`src/design/timer_bank_map.svh`:
```
// Register offsets, field positions, reset values and clock rates of the timer bank
`ifndef TIMER_BANK_MAP_SVH
`define TIMER_BANK_MAP_SVH

// ----------------------------------------------------------------------------
// Sizes
// ----------------------------------------------------------------------------
`define TIMER_COUNT        9
`define TIMER_ID_W         4
`define FLAG_W             18
`define IR_TIMER_ID        4'h5

// ----------------------------------------------------------------------------
// Register byte offsets
// ----------------------------------------------------------------------------
`define OFF_CLK_REQ        8'h00
`define OFF_CLK_SEL        8'h04
`define OFF_START          8'h08
`define OFF_STOP           8'h0c
`define OFF_DISABLE        8'h10
`define OFF_ENABLE         8'h14
`define OFF_STATE          8'h18
`define OFF_MASK           8'h1c
`define OFF_SUMMARY        8'h20
`define OFF_FIRED_BASE     8'h40
`define OFF_FIRED_LAST     8'h60
`define OFF_CFG_BASE       8'h80
`define OFF_CFG_LAST       8'ha0

// ----------------------------------------------------------------------------
// Field positions
// ----------------------------------------------------------------------------
`define REQ_ID_LSB         0
`define REQ_FAST_BIT       4
`define REQ_DONE_BIT       0
`define REQ_FAIL_BIT       1
`define FIRED_RISE_BIT     0
`define FIRED_PERIOD_BIT   1
`define CFG_HIGH_LSB       0
`define CFG_PERIOD_LSB     16

// ----------------------------------------------------------------------------
// Reset values
// ----------------------------------------------------------------------------
`define RST_CLK_SEL        9'h000
`define RST_RUN            9'h000
`define RST_ENABLED        9'h1ff
`define RST_MASK           18'h3ffff
`define RST_CFG            32'h0000_0000

// ----------------------------------------------------------------------------
// Timing: system clock and the two counting rates, in MHz
// ----------------------------------------------------------------------------
`define SYS_CLK_MHZ        50
`define FAST_CLK_MHZ       32
`define SLOW_CLK_MHZ       16

`endif

```
`src/design/timer_bank_pkg.sv`:
```
// Types shared by the timer bank modules
package timer_bank_pkg;

  typedef struct packed {
    logic        cyc;
    logic        stb;
    logic        we;
    logic [7:0]  adr;
    logic [3:0]  sel;
    logic [31:0] dat;
  } wb_req_t;

  typedef struct packed {
    logic        ack;
    logic        err;
    logic [31:0] dat;
  } wb_rsp_t;

  typedef struct packed {
    logic [15:0] period;
    logic [15:0] high;
  } timer_cfg_t;

  typedef struct packed {
    logic rise;
    logic fall;
  } timer_edge_t;

  typedef struct packed {
    logic [15:0] count;
    logic        out;
    logic        rise;
    logic        fall;
  } slot_state_t;

  typedef struct packed {
    logic [5:0] fast_acc;
    logic [5:0] slow_acc;
    logic       fast_en;
    logic       slow_en;
  } rate_state_t;

endpackage : timer_bank_pkg

```
`src/design/rate_enable_gen.sv`:
```
// Fractional divider making the 32 MHz and 16 MHz count enables from the system clock
`timescale 1ns/100ps
`include "timer_bank_map.svh"
module rate_enable_gen (
  input  wire logic clk_i,
  input  wire logic rst_i,
  output logic      fast_en_o,
  output logic      slow_en_o
);
  localparam logic [5:0] SYS_STEP  = 6'(`SYS_CLK_MHZ);
  localparam logic [5:0] FAST_STEP = 6'(`FAST_CLK_MHZ);
  localparam logic [5:0] SLOW_STEP = 6'(`SLOW_CLK_MHZ);

  timer_bank_pkg::rate_state_t state_reg;
  timer_bank_pkg::rate_state_t state_next;
  logic [6:0]                  fast_sum;
  logic [6:0]                  slow_sum;

  // Average rate is exact; single pulses jitter by one system cycle
  always_comb begin
    state_next = state_reg;
    fast_sum   = {1'b0, state_reg.fast_acc} + {1'b0, FAST_STEP};
    slow_sum   = {1'b0, state_reg.slow_acc} + {1'b0, SLOW_STEP};
    state_next.fast_en = fast_sum >= {1'b0, SYS_STEP};
    state_next.slow_en = slow_sum >= {1'b0, SYS_STEP};
    state_next.fast_acc = state_next.fast_en ? 6'(fast_sum - {1'b0, SYS_STEP})
                                             : fast_sum[5:0];
    state_next.slow_acc = state_next.slow_en ? 6'(slow_sum - {1'b0, SYS_STEP})
                                             : slow_sum[5:0];
  end

  always_ff @(posedge clk_i) begin
    if (rst_i) begin
      state_reg <= '0;
    end else begin
      state_reg <= state_next;
    end
  end

  assign fast_en_o = state_reg.fast_en;
  assign slow_en_o = state_reg.slow_en;
endmodule : rate_enable_gen

```
`src/design/timer_bank.sv`:
```
// Nine-timer bank: clock selection, stop/disable, read-to-clear status, interrupts
//
// How it works
// Each eligible timer picks 32 MHz or 16 MHz counting by software request.
// The infrared pulse timer always counts at 16 MHz; fast select refused.
// Request naming an unsupported timer fails and changes no selection.
// Stop halts counting; block stays clocked and its registers reachable.
// Disable stops the timer and gates its block clock.
// Register access to a disabled timer answers with a bus error.
// Software must re-enable a disabled timer before touching it again.
// Reading a timer's status returns its flags and clears them.
// Rising flag sets on a low-to-high output edge, its own bit.
// End-of-period flag sets on a high-to-low output edge.
// Taking a timer interrupt clears that timer's flags before the handler.
// Software uses the clearing read only when polling, not in handlers.
// Each timer has its own interrupt line toward the processor.
// A timer interrupt is high while either flag is pending and unmasked.
`timescale 1ns/100ps
`include "timer_bank_map.svh"
module timer_bank (
  input  wire logic                    clk_i,
  input  wire logic                    rst_i,
  input  wire logic                    cyc_i,
  input  wire logic                    stb_i,
  input  wire logic                    we_i,
  input  wire logic [7:0]              adr_i,
  input  wire logic [3:0]              sel_i,
  input  wire logic [31:0]             dat_i,
  input  wire logic [`TIMER_COUNT-1:0] irq_take_i,
  output logic                         ack_o,
  output logic                         err_o,
  output logic [31:0]                  dat_o,
  output logic [`TIMER_COUNT-1:0]      timer_out_o,
  output logic [`TIMER_COUNT-1:0]      block_clk_en_o,
  output logic [`TIMER_COUNT-1:0]      timer_irq_o,
  output logic                         irq_o
);
  localparam int N = `TIMER_COUNT;

  // --------------------------------------------------------------------------
  // State
  // --------------------------------------------------------------------------
  typedef struct packed {
    logic [N-1:0]                    clk_sel;
    logic [N-1:0]                    run;
    logic [N-1:0]                    enabled;
    logic [`FLAG_W-1:0]              flags;
    logic [`FLAG_W-1:0]              mask;
    timer_bank_pkg::timer_cfg_t [N-1:0] cfg;
    logic                            req_done;
    logic                            req_fail;
    timer_bank_pkg::wb_rsp_t         rsp;
    logic [N-1:0]                    timer_out;
    logic [N-1:0]                    timer_irq;
    logic                            irq;
  } bank_state_t;

  bank_state_t state_reg;
  bank_state_t state_next;

  // --------------------------------------------------------------------------
  // Bus request bundle
  // --------------------------------------------------------------------------
  timer_bank_pkg::wb_req_t req;
  assign req.cyc = cyc_i;
  assign req.stb = stb_i;
  assign req.we  = we_i;
  assign req.adr = adr_i;
  assign req.sel = sel_i;
  assign req.dat = dat_i;

  // --------------------------------------------------------------------------
  // Rate enables and timer slots
  // --------------------------------------------------------------------------
  logic                             fast_en;
  logic                             slow_en;
  logic [N-1:0]                     tick;
  logic [N-1:0]                     slot_out;
  timer_bank_pkg::timer_edge_t [N-1:0] slot_edge;
  logic [`FLAG_W-1:0]               edge_set;

  rate_enable_gen u_rate (
    .clk_i     (clk_i),
    .rst_i     (rst_i),
    .fast_en_o (fast_en),
    .slow_en_o (slow_en)
  );

  genvar g;
  generate
    for (g = 0; g < N; g++) begin : g_slot
      // Stopped or gated timers see no tick and keep their count
      assign tick[g] = state_reg.run[g] && state_reg.enabled[g]
                       && (state_reg.clk_sel[g] ? fast_en : slow_en);

      timer_slot u_slot (
        .clk_i  (clk_i),
        .rst_i  (rst_i),
        .tick_i (tick[g]),
        .hold_i (!state_reg.enabled[g]),
        .cfg_i  (state_reg.cfg[g]),
        .out_o  (slot_out[g]),
        .edge_o (slot_edge[g])
      );

      assign edge_set[2*g+`FIRED_RISE_BIT]   = slot_edge[g].rise;
      assign edge_set[2*g+`FIRED_PERIOD_BIT] = slot_edge[g].fall;
    end
  endgenerate

  // --------------------------------------------------------------------------
  // Address decode
  // --------------------------------------------------------------------------
  logic                   access;
  logic                   is_fired;
  logic                   is_cfg;
  logic [`TIMER_ID_W-1:0] slot_idx;
  logic                   slot_gated;
  logic                   mapped;

  assign access = req.cyc && req.stb && !state_reg.rsp.ack && !state_reg.rsp.err;
  assign is_fired = req.adr >= `OFF_FIRED_BASE && req.adr <= `OFF_FIRED_LAST
                    && req.adr[1:0] == 2'h0;
  assign is_cfg   = req.adr >= `OFF_CFG_BASE && req.adr <= `OFF_CFG_LAST
                    && req.adr[1:0] == 2'h0;

  always_comb begin
    slot_idx = '0;
    if (is_fired) begin
      slot_idx = `TIMER_ID_W'((req.adr - `OFF_FIRED_BASE) >> 2);
    end else if (is_cfg) begin
      slot_idx = `TIMER_ID_W'((req.adr - `OFF_CFG_BASE) >> 2);
    end
  end

  assign slot_gated = (is_fired || is_cfg) && !state_reg.enabled[slot_idx];

  always_comb begin
    unique case (req.adr)
      `OFF_CLK_REQ, `OFF_CLK_SEL, `OFF_START, `OFF_STOP, `OFF_DISABLE,
      `OFF_ENABLE, `OFF_STATE, `OFF_MASK, `OFF_SUMMARY: mapped = 1'b1;
      default: mapped = is_fired || is_cfg;
    endcase
  end

  // --------------------------------------------------------------------------
  // Clock-select request check
  // --------------------------------------------------------------------------
  logic [`TIMER_ID_W-1:0] req_id;
  logic                   req_valid;

  assign req_id    = req.dat[`REQ_ID_LSB +: `TIMER_ID_W];
  assign req_valid = req_id < `TIMER_ID_W'(N) && req_id != `IR_TIMER_ID;

  // --------------------------------------------------------------------------
  // Next state
  // --------------------------------------------------------------------------
  logic [`FLAG_W-1:0] flag_clr;
  logic [31:0]        wdat;
  logic [`FLAG_W-1:0] pend;

  always_comb begin
    state_next = state_reg;
    flag_clr   = '0;
    wdat       = req.dat;
    pend       = '0;

    state_next.rsp.ack = 1'b0;
    state_next.rsp.err = 1'b0;
    state_next.rsp.dat = 32'h0000_0000;

    // Interrupt taken by the processor drops that timer's flags
    for (int i = 0; i < N; i++) begin
      if (irq_take_i[i]) begin
        flag_clr[2*i +: 2] = 2'h3;
      end
    end

    if (access) begin
      if (!mapped || slot_gated) begin
        state_next.rsp.err = 1'b1;
      end else begin
        state_next.rsp.ack = 1'b1;
        if (req.we) begin
          unique case (req.adr)
            `OFF_CLK_REQ: begin
              state_next.req_done = 1'b1;
              state_next.req_fail = !req_valid;
              if (req_valid) begin
                state_next.clk_sel[req_id] = wdat[`REQ_FAST_BIT];
              end
            end
            `OFF_START: begin
              state_next.run = state_reg.run | wdat[N-1:0];
            end
            `OFF_STOP: begin
              state_next.run = state_reg.run & ~wdat[N-1:0];
            end
            `OFF_DISABLE: begin
              state_next.run     = state_reg.run & ~wdat[N-1:0];
              state_next.enabled = state_reg.enabled & ~wdat[N-1:0];
            end
            `OFF_ENABLE: begin
              state_next.enabled = state_reg.enabled | wdat[N-1:0];
            end
            `OFF_MASK: begin
              state_next.mask = wdat[`FLAG_W-1:0];
            end
            default: begin
              if (is_cfg) begin
                if (req.sel[0]) state_next.cfg[slot_idx].high[7:0]    = wdat[7:0];
                if (req.sel[1]) state_next.cfg[slot_idx].high[15:8]   = wdat[15:8];
                if (req.sel[2]) state_next.cfg[slot_idx].period[7:0]  = wdat[23:16];
                if (req.sel[3]) state_next.cfg[slot_idx].period[15:8] = wdat[31:24];
              end
            end
          endcase
        end else begin
          unique case (req.adr)
            `OFF_CLK_REQ: begin
              state_next.rsp.dat[`REQ_DONE_BIT] = state_reg.req_done;
              state_next.rsp.dat[`REQ_FAIL_BIT] = state_reg.req_fail;
            end
            `OFF_CLK_SEL: state_next.rsp.dat[N-1:0] = state_reg.clk_sel;
            `OFF_START:   state_next.rsp.dat[N-1:0] = state_reg.run;
            `OFF_STATE:   state_next.rsp.dat[N-1:0] = state_reg.enabled;
            `OFF_MASK:    state_next.rsp.dat[`FLAG_W-1:0] = state_reg.mask;
            `OFF_SUMMARY: state_next.rsp.dat[`FLAG_W-1:0] = state_reg.flags;
            `OFF_STOP, `OFF_DISABLE, `OFF_ENABLE: state_next.rsp.dat = 32'h0000_0000;
            default: begin
              if (is_fired) begin
                // Returned flags include an edge landing this very cycle
                state_next.rsp.dat[1:0] = state_reg.flags[2*slot_idx +: 2]
                                          | edge_set[2*slot_idx +: 2];
                flag_clr[2*slot_idx +: 2] = 2'h3;
              end else if (is_cfg) begin
                state_next.rsp.dat = state_reg.cfg[slot_idx];
              end
            end
          endcase
        end
      end
    end

    // Edges landing with a read were returned, so that clear wins; a take keeps them
    state_next.flags = (state_reg.flags & ~flag_clr)
                       | (edge_set & ~(flag_clr & ~irq_take_mask(irq_take_i)));

    // Per-timer and combined interrupt levels
    pend = state_next.flags & state_next.mask;
    for (int i = 0; i < N; i++) begin
      state_next.timer_irq[i] = |pend[2*i +: 2];
    end
    state_next.irq       = |pend;
    state_next.timer_out = slot_out;
  end

  // An edge in the take cycle belongs to the next interrupt, not the one taken
  function automatic logic [`FLAG_W-1:0] irq_take_mask(input logic [N-1:0] take);
    logic [`FLAG_W-1:0] m;
    m = '0;
    for (int i = 0; i < N; i++) begin
      m[2*i +: 2] = {2{take[i]}};
    end
    return m;
  endfunction : irq_take_mask

  // --------------------------------------------------------------------------
  // Registers
  // --------------------------------------------------------------------------
  always_ff @(posedge clk_i) begin
    if (rst_i) begin
      state_reg         <= '0;
      state_reg.clk_sel <= `RST_CLK_SEL;
      state_reg.run     <= `RST_RUN;
      state_reg.enabled <= `RST_ENABLED;
      state_reg.mask    <= `RST_MASK;
    end else begin
      state_reg <= state_next;
    end
  end

  // --------------------------------------------------------------------------
  // Outputs
  // --------------------------------------------------------------------------
  assign ack_o          = state_reg.rsp.ack;
  assign err_o          = state_reg.rsp.err;
  assign dat_o          = state_reg.rsp.dat;
  assign timer_out_o    = state_reg.timer_out;
  assign block_clk_en_o = state_reg.enabled;
  assign timer_irq_o    = state_reg.timer_irq;
  assign irq_o          = state_reg.irq;
endmodule : timer_bank

```
`src/design/timer_slot.sv`:
```
// One timer: counter, output waveform and its edge pulses
`timescale 1ns/100ps
module timer_slot (
  input  wire logic                        clk_i,
  input  wire logic                        rst_i,
  input  wire logic                        tick_i,
  input  wire logic                        hold_i,
  input  wire timer_bank_pkg::timer_cfg_t  cfg_i,
  output logic                             out_o,
  output timer_bank_pkg::timer_edge_t      edge_o
);
  timer_bank_pkg::slot_state_t state_reg;
  timer_bank_pkg::slot_state_t state_next;

  // Output is high while the count is below the high time
  always_comb begin
    state_next      = state_reg;
    state_next.rise = 1'b0;
    state_next.fall = 1'b0;
    if (!hold_i && tick_i) begin
      if (state_reg.count >= cfg_i.period) begin
        state_next.count = 16'h0000;
      end else begin
        state_next.count = state_reg.count + 16'h0001;
      end
      state_next.out  = state_next.count < cfg_i.high;
      state_next.rise = state_next.out && !state_reg.out;
      state_next.fall = !state_next.out && state_reg.out;
    end
  end

  always_ff @(posedge clk_i) begin
    if (rst_i) begin
      state_reg <= '0;
    end else begin
      state_reg <= state_next;
    end
  end

  assign out_o       = state_reg.out;
  assign edge_o.rise = state_reg.rise;
  assign edge_o.fall = state_reg.fall;
endmodule : timer_slot

```
`config.mk`:
```
export PLATFORM = sky130hd
export DESIGN_NAME = timer_bank
export DESIGN_NICKNAME = d
export VERILOG_FILES = /design/src/design/timer_bank_pkg.sv /design/src/design/rate_enable_gen.sv /design/src/design/timer_bank.sv /design/src/design/timer_slot.sv
export VERILOG_INCLUDE_DIRS = /design/src /design/src/design
export SDC_FILE = /design/constraint.sdc
export NUM_CORES = 2
export LEC_CHECK = 0
export ABC_AREA = 1
export BUFFER_PORTS_ARGS = -buffer_cell sky130_fd_sc_hd__buf_2
export CORE_UTILIZATION = 35
export DETAILED_ROUTE_END_ITERATION = 16
export SKIP_CTS_REPAIR_TIMING = 1
export SYNTH_ARGS = -nofsm -noshare
export SYNTH_HDL_FRONTEND = slang
export SYNTH_SLANG_ARGS = --single-unit
```
`constraint.sdc`:
```
create_clock -name clk_i -period 8.75 [get_ports clk_i]
set_clock_uncertainty 0.15 [all_clocks]
set_input_delay 0.875 -clock clk_i [delete_from_list [all_inputs] [get_ports clk_i]]
set_output_delay 0.875 -clock clk_i [all_outputs]
set_load 0.02 [all_outputs]
```
======== Yosys cells after proc, flatten, opt, wreduce, memory -nomap -nowiden ========
Index checks and enable logic that the tools add are counted.
word-level totals
  register bits ........................... 591
  input bits .............................. 58
  output and inout bits ................... 62
operators by class
  add/subtract/negate cells ............... 16
  order comparisons ....................... 29
  equal/unequal tests ..................... 9
  shift-type cells ........................ 4
  muxes and demuxes ....................... 104
  bitwise logic cells ..................... 27
  reductions and logical operators ........ 118
operators with widths
  kind                        count
  $mux W288                   21
  $bwmux W288                 4
  $demux W32 S4               4
  $mux W342                   1
  $mux W309                   1
  $mux W308                   1
  $mux W16                    19
  $mux W32                    5
  $add A16 B1 Y16 const B     9
  $ge A16 B16 Y1              9
  $lt A16 B16 Y1              9
  $bmux W32 S4                1
  $mux W18                    6
  $and A18 B18 Y18            4
  $logic_and A1 B1 Y1         56
  $not A18 Y18                3
  $pmux W7 S6                 1
  $reduce_or A2 Y1            20
  $pmux W9 S2                 2
  $shiftx A18 B6 Y2           2
  $neg A5 Y34                 1
  $shift A2 B34 Y18 const A   1
  $shiftx A2 B34 Y18 const A  1
  $eq A8 B5 Y1 const B        4
  50 further kinds            122

======== Logic depth before layout (Yosys ltp) ========
  depth in word-level cells ............... 39
  mapped depth ............................ 25

======== By module ========
Synthesis repeated with hierarchy kept, for this count alone.
second synthesis, totals
  cell total of the unflattened synthesis .. 5050
  area total of the unflattened synthesis .. 35746.8 µm²
modules (own cells, without submodules)
  module                              instances  cells each  area an instance (µm²)
  timer_bank                          1          2318        18029.8
  timer_slot at g_slot[3].u_slot ...  5          293         1896.8
  timer_slot at g_slot[0].u_slot ...  3          293         1895.6
  timer_slot at g_slot[8].u_slot      1          294         1896.8
  rate_enable_gen                     1          94          649.4

======== Least setup slack after synthesis ========
OpenSTA, ideal clock, no wires.
  path type ............................... input-to-reg
  start point ............................. input port adr_i[2]
  end point ............................... register state_reg[285] (netlist bit)
  arrival ................................. 3.449 ns
  data required time ...................... 8.454 ns
  slack ................................... 5.004 ns
  stages on the path ...................... 16
  buffers on the path ..................... 5
  cell sequence ........................... buf_4 nor2_4 nand2_4 nand2_4 nand3_2 nand2_2 buf_2 buf_1 clkbuf_1 ha_1 inv_1 nor2_1 nand2_4 buf_6 nor2_1 a211oi_2
between the ends
  longest elaborated chain between the ends .. 32
  elaborated cells between the ends (all ways) .. 65
  classes of those cells .................. add/sub: 2; order compare: 6; eq/ne: 8; mux: 33; bitwise: 2; reduce/logical: 14
ends and longest elaborated chain
  item                                                                RTL line           source
  start, declared                                                     timer_bank.sv:26   input wire logic [7:0] adr_i,
  $ge A8 B8 Y1 (no line) or $le A8 B8 Y1 (tied branches)              -
  $logic_and A1 B1 Y1 (no line)                                       -
  $logic_and A1 B1 Y1                                                 timer_bank.sv:124  assign is_cfg = req.adr >= `OFF_CFG_BASE && req.adr <= `OFF_CFG_LAST
  $mux W4                                                             timer_bank.sv:131  end else if (is_cfg) begin
  $mux W4                                                             timer_bank.sv:129  if (is_fired) begin
  $lt A4 B5 Y1 (not written as such) or $ge A4 B1 Y1 (tied branches)  timer_bank.sv:211  if (req.sel[0]) state_next.cfg[slot_idx].high[7:0] = wdat[7:0];
  $logic_and A1 B1 Y1 (not written as such)                           timer_bank.sv:211
  $mux W8 (not written as such)                                       timer_bank.sv:211
  [16 not listed]                                                     -
  $mux W288                                                           timer_bank.sv:213  if (req.sel[2]) state_next.cfg[slot_idx].period[7:0] = wdat[23:16];
  $mux W288                                                           timer_bank.sv:210  if (is_cfg) begin
  $mux W288                                                           timer_bank.sv:185  unique case (req.adr)
  $mux W288                                                           timer_bank.sv:184  if (req.we) begin
  $mux W288                                                           timer_bank.sv:180  if (!mapped || slot_gated) begin
  $mux W288                                                           timer_bank.sv:179  if (access) begin
  $bwmux W288                                                         timer_bank.sv:214  if (req.sel[3]) state_next.cfg[slot_idx].period[15:8] = wdat[31:24];
  $mux W288                                                           timer_bank.sv:214
  end signal, assigned                                                timer_bank.sv:279  state_reg <= state_next;
  end, declared                                                       timer_bank.sv:58   bank_state_t state_reg;
Several ways; a longest one is shown, not always the timed one. The select of a mux whose other input is x is not followed.
A chain may end at the register's enable or synchronous reset.

======== Worst setup path in the final report ========
  start point ............................. input port adr_i[2]
  end point ............................... register state_reg, in the netlist dat_o[28]
between the ends
  longest elaborated chain between the ends .. 11
  elaborated cells between the ends (all ways) .. 34
  classes of those cells .................. add/sub: 2; order compare: 4; eq/ne: 8; mux: 7; bitwise: 1; reduce/logical: 12
ends and longest elaborated chain
  item                                                    RTL line           source
  $ge A8 B8 Y1 (no line) or $le A8 B8 Y1 (tied branches)  -
  $logic_and A1 B1 Y1 (no line)                           -
  $logic_and A1 B1 Y1                                     timer_bank.sv:124
  $mux W4                                                 timer_bank.sv:131
  $mux W4                                                 timer_bank.sv:129
  $bmux W1 S4                                             timer_bank.sv:136  assign slot_gated = (is_fired || is_cfg) && !state_reg.enabled[slot_idx];
  $mux W1 (not written as such)                           timer_bank.sv:136
  $logic_not A1 Y1                                        timer_bank.sv:136
  $logic_and A1 B1 Y1                                     timer_bank.sv:136
  $logic_or A1 B1 Y1                                      timer_bank.sv:180
  $reduce_or A15 Y1 (no line)                             -
Several ways; a longest one is shown, not always the timed one. The select of a mux whose other input is x is not followed.

==> flow_metrics.tcl <==
set metrics [dict create \
    status "complete, no violations" \
    die_h_um 325 \
    synth_nets 5196 \
    synth_top_family_by_area "compound AO/OA/AOI/OAI gates" \
    clock_latency_ps 640 \
    synth-edff-count 0 \
    synth_ff_type "dfxtp_1" \
    first_pass_iters 6 \
    seqCellArea_um2 11800 \
    synthMuxAreaShare 0 \
    finalSetupTns_ps 0 \
    yosysMostFrequentCell "inv_1" \
    final_nets 5120 \
    numCtsBuffers 70 \
    path_max_fanout 44 \
    syn_to_final_growth_pct 9.54 \
    yosys.area_share.simple 0.198 \
    yosysUniqueCellTypes 52 \
    synthAdderAreaFrac 0.103 \
    p_leak_nw 16.6 \
    maxCapViolations 0 \
    path_class "in -> reg" \
    routedWlPerCell_um 20.7 \
    multiInputGateArea_um2 20500 \
    cts_max_level 3 \
    critPathLaunchType "primary input" \
    placed_area_um2 37400 \
    grt_max_degree 132 \
    synth_largest_area_cell "dfxtp_1" \
    drive_above_1_share 0.138 \
    remaining_drc_errors 0 \
    syn_avg_cell_area_um2 7.52 \
    hold_class "reg -> reg" \
    clk_path_buf_depth 3 \
    root_buffer "clkbuf_16" \
    post-route-period-util 0.527 \
    die_w_um 325 \
    rsz0062_at_grt "false" \
    cellPowerDensity_nw_per_um2 158 \
    postRouteAntennaNets 0 \
    yosysWarnings 0 \
    dpl.hpwl_mm 94.0 \
    grt_pass1_wl_mm 188 \
    syn-cell-area_um2 36400 \
    design_area_um2 39900 \
    die_area_um2 105000 \
    grt_util_all_layers 0.235 \
    worstMarginPinSlew_ps 1090 \
    cp.required_ps 9120 \
    post-place-ws_ps 3670 \
    core_area_um2 102000 \
    arrival_ps 4980 \
    slew_headroom 0.272 \
    grt_overflow 0 \
    num_vias 32600 \
    syn-instance-count 4839 \
    fin_crit_ps 4610 \
    maxClockFrequency_mhz 217 \
    synth_top_area_share 0.324 \
    cts_sinks 589 \
    routed_wl_mm 128 \
    synth-compound-area-share 0.246 \
    final_util 0.389 \
    first_iter_violations 3476 \
    dp.cells 6059 \
    clk_pin_slew_ps 60 \
    final_cells 6187 \
    slew_violations 0 \
    layout_setup_ws_ps 4140 \
    antenna_found_initial 3 \
    async_flop_share 0 \
    hold_viol 0 \
    start_util 0.355 \
    report.power.total_mw 6.29 \
    cts_tree "built" \
    synth_top_cells_by_count "inv_1 (674), nand2_1 (621), nor2_1 (596)" \
    crit_path_end_kind "flip-flop" \
    yosysSeqAreaShare 0.324 \
    yosys-top-cells-area "dfxtp_1 (32%), ha_1 (10%), a211oi_2 (9.9%), inv_1 (6.9%), nand2_1 (6.4%)" \
    gp_congestion 0.978 \
    synth_xor_xnor_area_share 0.0125 \
    hold_ws_ps 302 \
    fill_cells 10600 \
    ys_seq_elements 589 \
    rows 117 \
    setup-violations-final 0 \
    io_pins 120 \
    max-vdd-ir-drop_mv 0.122 \
    port_buffers 119 \
    largest_reg_flops 335 \
    first_global_vias 29400 \
    vias_per_cell 5.27 \
]
final cells by class:
class	instances	area share
inverter	689	0.0649
antenna	1	0.0000628
timing repair buffer	150	0.0213
tap	1368	0.0429
multi-input combinational	3263	0.513
clock buffer	102	0.0538
sequential	589	0.296
clock inverter	25	0.00828
worst max-delay path, cell delays in order:
cell	delay (ps)
buf_2	80
buf_4	500
nor2_4	70
nand2_4	130
nand2_4	70
nand2_4	180
nand2_2	140
nand2_2	610
inv_2	320
nand2_1	160
nand3_2	90
nand2_2	280
inv_2	60
nor3_2	190
nand3_1	650
a31oi_1	520
where the power goes:
group,internal (mW),switching (mW),leakage [nW]
Clock,1.91,1.26,1.22
Sequential,2.71,0.0285,4.75
Combinational,0.0840,0.300,10.7
Total,4.71,1.59,16.6
per-layer routing:
layer  vias up  wire (µm)  GRT usage
met5         -         23          0
met4         4       5790      0.103
met3       219      11500     0.0507
met2      1274      54900      0.359
met1     15100      55600      0.316
li1      16100          -          -
logic make-up after synthesis:
logic type	Yosys count
xor+xnor	52
simple gates	1646
compound gates	1266
buf+inv	987
flops	589
fa+ha+maj	299
layout by cell type (no fill, tap or decap), types with 8 or more instances in the layout:
cell type,instances
buf_2,118
o221ai_1,17
a211oi_1,18
o22ai_1,24
a21boi_0,9
a31oi_1,15
nor3_1,76
nand3_1,185
a221oi_1,12
xor2_1,30
nand2_1,620
o21ai_0,388
clkbuf_8,19
nor2_1,596
buf_4,30
clkinv_2,11
dfxtp_1,589
ha_1,299
o211ai_1,11
a211oi_2,288
clkbuf_1,9
nand3b_1,9
nand2_4,40
o311ai_0,17
o21bai_1,8
a21oi_1,419
xnor2_1,22
nor3b_1,11
inv_1,672
clkbuf_16,74
nand4_1,48
or2_2,22
nor3_2,11
nor4_1,9
inv_2,12
o311a_1,9
final timing paths:
| check | from | to | slack, ps | depth (start not counted) |
|---|---|---|---|---|
| worst max-delay path | adr_i[2] | dat_o[28]$_SDFF_PP0_ | 4140 | 16 |
| worst min register to register | g_slot[8].u_slot.out_o$_SDFFE_PP0P_ | g_slot[8].u_slot.edge_o[0]$_SDFF_PP0_ | 300 | 2 |
| worst max register to register | state_reg[245]$_SDFFE_PP0P_ | g_slot[5].u_slot.edge_o[1]$_SDFF_PP0_ | 4530 | 19 |
| worst min-delay path | g_slot[8].u_slot.out_o$_SDFFE_PP0P_ | g_slot[8].u_slot.edge_o[0]$_SDFF_PP0_ | 300 | 2 |
(Power assumes the default switching activity.)
